File: config.mk
export PLATFORM = sky130hd
export DESIGN_NAME = instruction_format_decode
export DESIGN_NICKNAME = d
export VERILOG_FILES = /design/src/shared/instruction_decode_pkg.sv /design/src/shared/decode_if.sv /design/src/rtl/operand_extract.sv /design/src/rtl/instruction_format_decode.sv
export VERILOG_INCLUDE_DIRS = /design/src /design/src/shared
export SDC_FILE = /design/constraint.sdc
export NUM_CORES = 1
export LEC_CHECK = 0
export ABC_CLOCK_PERIOD_IN_PS = 1550
export BUFFER_PORTS_ARGS = -buffer_cell sky130_fd_sc_hd__buf_4
export CORE_UTILIZATION = 40
export CTS_BUF_LIST = sky130_fd_sc_hd__clkbuf_4 sky130_fd_sc_hd__clkbuf_8
export DETAILED_ROUTE_END_ITERATION = 8
export MAX_ROUTING_LAYER = met4
export PLACE_DENSITY = 0.74
export SLEW_MARGIN = 30
export SYNTH_ARGS = -nofsm -noshare
export SYNTH_HDL_FRONTEND = slang
export SYNTH_SLANG_ARGS = --single-unit
File: constraint.sdc
create_clock -name clk -period 1.55 [get_ports clk]
set_input_delay 0.155 -clock clk [delete_from_list [all_inputs] [get_ports clk]]
set_output_delay 0.155 -clock clk [all_outputs]
set_load 0.02 [all_outputs]
File: src/shared/instruction_decode_regs.svh
// Purpose: Named constants for the instruction format decoder.
// Assumes: 12-bit instruction words, one instruction cycle of four clock periods.
// Notes: Field positions are fixed per category and never depend on runtime state.
// Notes on behaviour
// - Every instruction is one 12-bit word: opcode plus one or more operand fields.
// - Each word falls into exactly one of byte, bit, or literal/control categories.
// - Byte operations: destination bit 0 selects accumulator, 1 selects file register.
// - The file address operand selects a register location from 0x00 to 0x1f.
// - Bit operations: bit number picks one bit of the addressed 8-bit register.
// - Literal/control operations carry an 8-bit or 9-bit constant, per instruction.
// - Don't-care positions are ignored, so either value decodes identically.
// - One cycle per instruction, two when a test is true or PC changes.
// - Each instruction cycle is exactly four consecutive oscillator periods.
// - Any PC write except the unconditional branch forces the ninth PC bit to zero.
`ifndef INSTRUCTION_DECODE_REGS_SVH
`define INSTRUCTION_DECODE_REGS_SVH

`define WORD_W          12
`define FILE_ADDR_W     7
`define FILE_FIELD_W    5
`define FILE_ADDR_MAX   7'h7f
`define BIT_NUM_W       3
`define LIT_W           9
`define LIT8_W          8
`define OPC_HI          11
`define OPC_LO          10
`define DEST_POS        5
`define BIT_HI          7
`define BIT_LO          5
`define FILE_HI         4
`define LIT8_HI         7
`define LIT9_HI         8
`define GRP_BIT         2'h1
`define CTRL_ZERO_HI    5
`define CTRL_ZERO       7'h00
`define OPC6_HI         11
`define OPC6_LO         6
`define OPC6_DECFSZ     6'h0b
`define OPC6_INCFSZ     6'h0f
`define OPC3_HI         11
`define OPC3_LO         9
`define OPC3_GOTO       3'h5
`define OPC4_HI         11
`define OPC4_LO         8
`define OPC4_CALL       4'h9
`define OPC4_RETURN_LIT 4'h8
`define OPC4_TEST_CLR   4'h6
`define OPC4_TEST_SET   4'h7
`define OPC5_MOVE_W_TO  5'h01
`define OPC5_HI         11
`define OPC5_LO         7
`define PC_LOW_ADDR     7'h02
`define PHASES_PER_CYCLE 4
`define CLK_PERIOD_PS   25000
`define CYCLE_TIME_PS   (`PHASES_PER_CYCLE * `CLK_PERIOD_PS)

`endif

File: src/shared/instruction_decode_pkg.sv
// Purpose: Types shared by the decoder modules.
// Assumes: Constants come from instruction_decode_regs.svh.
// Notes: Phase codes are one-hot, one bit per oscillator period.
`include "instruction_decode_regs.svh"
package instruction_decode_pkg;

  typedef enum logic [1:0] {
    CAT_BYTE = 2'h0,
    CAT_BIT  = 2'h1,
    CAT_LIT  = 2'h2
  } category_e;

  typedef enum logic [3:0] {
    PH_Q1 = 4'h1,
    PH_Q2 = 4'h2,
    PH_Q3 = 4'h4,
    PH_Q4 = 4'h8
  } phase_e;

  typedef struct packed {
    category_e                category;
    logic [`FILE_ADDR_W-1:0]  file_addr;
    logic                     dest_file;
    logic [`BIT_NUM_W-1:0]    bit_num;
    logic [`LIT_W-1:0]        literal;
    logic                     literal_wide;
    logic                     pc_write;
    logic                     pc_bit8_clear;
    logic                     skip_class;
  } fields_s;

endpackage : instruction_decode_pkg

File: src/shared/decode_if.sv
// Purpose: Carries the fetched word to the field extractor and the fields back.
// Assumes: Extraction is purely combinational.
// Notes: One modport per side.
`timescale 1ns/1ps
`include "instruction_decode_regs.svh"
interface decode_if;
  logic [`WORD_W-1:0]              word;
  instruction_decode_pkg::fields_s fields;

  modport extract (input word, output fields);
  modport user    (output word, input fields);
endinterface : decode_if

File: src/rtl/operand_extract.sv
// Purpose: Split one instruction word into category and operand fields.
// Assumes: Word is stable for the whole evaluation; no state is held here.
// Notes: Fields unused by a category read as zero so unused bits cannot leak.
`timescale 1ns/1ps
module operand_extract (
  decode_if.extract dif   // Word in, decoded fields out.
);
  typedef struct packed {
    instruction_decode_pkg::fields_s f;
  } state_s;

  state_s next_s;

  // Classification and extraction from fixed positions only.
  always_comb begin
    logic [`WORD_W-1:0] w;
    logic               ctrl;
    w = dif.word;
    ctrl = (w[`OPC_HI:`CTRL_ZERO_HI] == `CTRL_ZERO);
    next_s = '0;
    if (w[`OPC_HI:`OPC_LO] == `GRP_BIT) begin
      next_s.f.category  = instruction_decode_pkg::CAT_BIT;
      next_s.f.file_addr = {2'h0, w[`FILE_HI:0]};
      next_s.f.bit_num   = w[`BIT_HI:`BIT_LO];
      next_s.f.skip_class = (w[`OPC4_HI:`OPC4_LO] == `OPC4_TEST_CLR) ||
                            (w[`OPC4_HI:`OPC4_LO] == `OPC4_TEST_SET);
    end else if (w[`OPC_HI] || ctrl) begin
      next_s.f.category = instruction_decode_pkg::CAT_LIT;
      // Only the unconditional branch carries nine literal bits.
      if (w[`OPC3_HI:`OPC3_LO] == `OPC3_GOTO) begin
        next_s.f.literal      = w[`LIT9_HI:0];
        next_s.f.literal_wide = 1'b1;
        next_s.f.pc_write     = 1'b1;
      end else begin
        next_s.f.literal = {1'b0, w[`LIT8_HI:0]};
        if ((w[`OPC4_HI:`OPC4_LO] == `OPC4_CALL) ||
            (w[`OPC4_HI:`OPC4_LO] == `OPC4_RETURN_LIT)) begin
          next_s.f.pc_write      = 1'b1;
          next_s.f.pc_bit8_clear = 1'b1;
        end
      end
    end else begin
      next_s.f.category  = instruction_decode_pkg::CAT_BYTE;
      next_s.f.file_addr = {2'h0, w[`FILE_HI:0]};
      // The move-to-file form has its destination bit fixed at one.
      next_s.f.dest_file = w[`DEST_POS];
      next_s.f.skip_class = (w[`OPC6_HI:`OPC6_LO] == `OPC6_DECFSZ) ||
                            (w[`OPC6_HI:`OPC6_LO] == `OPC6_INCFSZ);
      // A write back into the low program counter byte is a PC change.
      if (next_s.f.dest_file && next_s.f.file_addr == `PC_LOW_ADDR) begin
        next_s.f.pc_write      = 1'b1;
        next_s.f.pc_bit8_clear = 1'b1;
      end
    end
  end

  assign dif.fields = next_s.f;

endmodule : operand_extract

File: src/rtl/instruction_format_decode.sv
// Purpose: Sequence instruction cycles and present decoded operand fields.
// Assumes: Fetch word and skip condition come from logic on the same clock.
// Notes: One instruction cycle is four clock periods; the second cycle of a
//        two-cycle instruction is a flush with fields marked invalid.
`timescale 1ns/1ps
`include "instruction_decode_regs.svh"
module instruction_format_decode (
  input  wire logic                   clk,           // Oscillator clock, 40 MHz.
  input  wire logic                   reset,         // Synchronous, active high.
  input  wire logic [`WORD_W-1:0]     instr,         // Fetched word, taken in Q4.
  input  wire logic                   skip_true,     // Datapath test result, read in Q4.
  output logic [3:0]                  phase,         // One-hot Q1..Q4 phase.
  output logic                        cycle_start,   // Pulse in Q1 of every cycle.
  output logic                        exec_valid,    // Fields belong to a live instruction.
  output logic                        flush,         // Current cycle is a flush cycle.
  output logic [1:0]                  category,      // Byte, bit or literal/control.
  output logic [`FILE_ADDR_W-1:0]     file_addr,     // File register address.
  output logic                        dest_file,     // 1: result to file, 0: accumulator.
  output logic [`BIT_NUM_W-1:0]       bit_num,       // Bit selected in the file register.
  output logic [`LIT_W-1:0]           literal,       // Constant operand.
  output logic                        literal_wide,  // Literal is nine bits wide.
  output logic                        pc_write,      // Instruction changes the PC.
  output logic                        pc_bit8_clear, // Force ninth PC bit to zero.
  output logic                        two_cycle      // High in the flush cycle of a two-cycle instruction.
);

  typedef struct packed {
    instruction_decode_pkg::phase_e  phase;
    logic                            flush;
    logic                            valid;
    logic [`WORD_W-1:0]              word;
    instruction_decode_pkg::fields_s f;
    logic                            two;
  } state_s;

  state_s s;
  state_s next_s;

  decode_if dif ();

  // Field extraction runs on the word just fetched so results are ready at Q4.
  assign dif.word = instr;

  operand_extract operand_extract_i (
    .dif (dif)
  );

  // Phase sequencing and instruction capture.
  always_comb begin
    next_s = s;
    unique case (s.phase)
      instruction_decode_pkg::PH_Q1: begin
        next_s.phase = instruction_decode_pkg::PH_Q2;
      end
      instruction_decode_pkg::PH_Q2: begin
        next_s.phase = instruction_decode_pkg::PH_Q3;
      end
      instruction_decode_pkg::PH_Q3: begin
        next_s.phase = instruction_decode_pkg::PH_Q4;
      end
      instruction_decode_pkg::PH_Q4: begin
        next_s.phase = instruction_decode_pkg::PH_Q1;
        // A live instruction that jumps or whose test came out true owns the
        // next cycle too; the word fetched meanwhile is dropped.
        if (s.valid && !s.flush &&
            (s.f.pc_write || (s.f.skip_class && skip_true))) begin
          next_s.flush = 1'b1;
          next_s.two   = 1'b1;
          next_s.valid = 1'b0;
        end else begin
          next_s.flush = 1'b0;
          next_s.two   = 1'b0;
          next_s.valid = 1'b1;
          next_s.word  = instr;
          next_s.f     = dif.fields;
        end
      end
      default: begin
        // Only reachable through a corrupted phase code; restart cleanly.
        next_s.phase = instruction_decode_pkg::PH_Q1;
      end
    endcase
  end

  // State register; reset starts a cycle with nothing valid.
  always_ff @(posedge clk) begin
    if (reset) begin
      s       <= '0;
      s.phase <= instruction_decode_pkg::PH_Q1;
    end else begin
      s <= next_s;
    end
  end

  // Outputs come straight from the state register.
  assign phase         = s.phase;
  assign cycle_start   = (s.phase == instruction_decode_pkg::PH_Q1);
  assign exec_valid    = s.valid;
  assign flush         = s.flush;
  assign category      = s.f.category;
  assign file_addr     = s.f.file_addr;
  assign dest_file     = s.f.dest_file;
  assign bit_num       = s.f.bit_num;
  assign literal       = s.f.literal;
  assign literal_wide  = s.f.literal_wide;
  assign pc_write      = s.f.pc_write;
  assign pc_bit8_clear = s.f.pc_bit8_clear;
  assign two_cycle     = s.two;

endmodule : instruction_format_decode

==> flow_metrics.env <==
export IMPL_status="completed"
export IMPL_timing_final_ws_setup_ns=0.0394
export IMPL_syn_avg_cell_area_um2=9.72
export IMPL_routed_wl_um=3030
export IMPL_yosysMostFrequentCell="dfxtp_1"
export IMPL_clockRootBuffer="clkbuf_4"
export IMPL_critPathRequiredTime_ns=1.81
export IMPL_critPathLaunchType="register"
export IMPL_fin_skew_ns=0.00531
export IMPL_fin_crit_sh_pct=97.5
export IMPL_die_area_mm2=0.00377
export IMPL_num_rows=21
export IMPL_grt_pass1_vias=1039
export IMPL_cts_buffer_depth=2
export IMPL_setup_tns_ns=0
export IMPL_drive_gt1_share_pct=41.1
export IMPL_vias=1139
export IMPL_post_route_util_pct=51.5
export IMPL_cts_resized=0
export IMPL_rsz0062_at_grt="yes"
export IMPL_viasPerCell=5.15
export IMPL_timing_hold_ws_ns=0.0929
export IMPL_first_pass_iters=4
export IMPL_antenna_cells=0
export IMPL_hold_viol=0
export IMPL_die_y_um=61.4
export IMPL_setup_viol=0
export IMPL_cts_made_buffers=5
export IMPL_core_area_mm2=0.00336
export IMPL_yosysSeqAreaShare_pct=42.6
export IMPL_cap_violations=0
export IMPL_leakage_nw=0.776
export IMPL_track_usage_pct=17.5
export IMPL_clkTransAtPathRegs_ns=0.08
export IMPL_globalRouteOverflowTotal=0
export IMPL_cts_sinks=30
export IMPL_hpwl_um=2280
export IMPL_initial_utilization_pct=41.9
export IMPL_drt_wirelength_per_cell_um=13.7
export IMPL_synth_edf_count=0
export IMPL_synth_seq_cells=30
export IMPL_yosysWarnings=0
export IMPL_yosysTopAreaCellShare_pct=42.6
export IMPL_port_buffers=45
export IMPL_dr_first_iter_drc_count=28
export IMPL_cp_arrival_ns=1.77
export IMPL_clk_latency_ns=0.32
export IMPL_yosysUniqueCellTypes=36
export IMPL_cts_tree="done"
export IMPL_ant_nets=0
export IMPL_syn_area_mm2=0.00141
export IMPL_drv_slew=0
export IMPL_synth_area_top_cells="dfxtp_1, buf_4, a32o_1, mux2i_1, nand2_1"
export IMPL_grt_max_degree=19
export IMPL_fin_nets=190
export IMPL_critPathCaptureType="register"
export IMPL_cts_setup_buffers=0
export IMPL_hold_buffers=0
export IMPL_synth_flop_cell="dfxtp_1"
export IMPL_cts_htree_levels=2
export IMPL_power_density_mw_per_mm2=848
export IMPL_hold_path_class="input pin to register"
export IMPL_finalCriticalPeriod_ns=1.51
export IMPL_antenna_found_initial=0
export IMPL_synth_area_leader_cell="dfxtp_1"
export IMPL_synthTopCellsByCount="dfxtp_1, buf_4, nand2_1"
export IMPL_syn_to_final_growth_pct=22.8
export IMPL_pre_cts_slack_ns=0.0678
export IMPL_ir_drop_mv=0.389
export IMPL_worstSetupPathType="register to register"
export IMPL_grt_pass1_wl_um=4510
export IMPL_clock_fmax_mhz=662
export IMPL_ys_async_sr_fraction_pct=0
export IMPL_synth_cells=145
export IMPL_io_pins=48
export IMPL_gp_congestion=0.805
export IMPL_crit_fanout=6
export IMPL_die_w_um=61.4
export IMPL_route_detailed_drc=0
-- through the flow --
stage                     power [mW]  std cells  instance area, µm²
final                           1.47        221                1730
after global routing            1.55        221                1730
after CTS                       1.48        220                1710
after detailed placement        1.04        213                1650
after global placement          1.03        213                1650
after floorplan                0.955        146                1430
-- cells in the final DEF (no fill, tap or decap), drive strengths merged --
cell type / n
and2: 1
a32o: 10
a31o: 1
nor4b: 2
clkinv: 1
nand2b: 1
nor3: 2
o211ai: 3
a22o: 1
nor2b: 4
nand4: 1
or3b: 1
conb: 2
o31ai: 1
o21a: 1
clkbuf: 7
o21ai: 1
a21o: 1
a211oi: 1
o2111ai: 1
buf: 54
nor2: 6
o22ai: 1
o2bb2ai: 2
nand2: 12
or4b: 3
nand3: 6
dfxtp: 30
a21oi: 5
nor4bb: 1
a31oi: 1
and3: 2
mux2i: 9
-- registers in the layout (all words and copies together), names as in the netlist --
signal,flops
literal,9
phase,4
s,1
literal_wide,1
dest_file,1
pc_bit8_clear,1
flush,1
category,2
file_addr,5
pc_write,1
bit_num,3
exec_valid,1
-- final cells by class --
class / instances / area (µm²)
clock buffer: 7 / 52.6
timing repair buffer: 54 / 413
sequential: 30 / 603
fill: 346 / 1630
multi-input combinational: 83 / 602
inverter: 1 / 3.75
tap: 46 / 57.6
-- worst max-delay path, cell delays in order (launching register included) --
cell and delay (ns):
dfxtp_2 0.34, or4b_4 0.57, a211oi_4 0.23, buf_6 0.16, a32o_1 0.15
-- power by group --
part	total [mW]	internal (mW)	leakage, nW	switching [mW]
Combinational	0.219	0.0991	0.502	0.120
Clock	0.444	0.206	0.0322	0.238
Sequential	0.806	0.789	0.242	0.0171
Total	1.47	1.09	0.776	0.376
-- cell families after synthesis --
| family | Yosys count | share of synthesized area (%) |
|---|---|---|
| multiplexers | 9 | 6.39 |
| AO/OA/AOI/OAI | 30 | 17.3 |
| other | 1 | 0.266 |
| flip-flops | 30 | 42.6 |
| AND/OR/NAND/NOR | 42 | 17.0 |
| buffers and inverters | 33 | 16.4 |
-- final timing paths --
path,start,to,slack (ns),cells after the start
worst max-delay path,phase[1],literal[3],0.04,4
worst min-delay path,instr[1],literal[1],0.09,2
worst max register to register,phase[1],literal[3],0.04,4
worst min register to register,bit_num[0],bit_num[0],0.47,2
-- routing by layer --
layer | vias up | routed length [µm] | track usage (%) | part of all wire, %
li1 | 563 | - | - | -
met2 | 35 | 1560 | 29.2 | 52
met3 | 2 | 155 | 5.67 | 5.1
met1 | 539 | 1280 | 19.0 | 42
met4 | 0 | 26 | 7.62 | 0.86
met5 | - | 0 | - | 0
No activity file was read; power rests on OpenSTA's default activity.
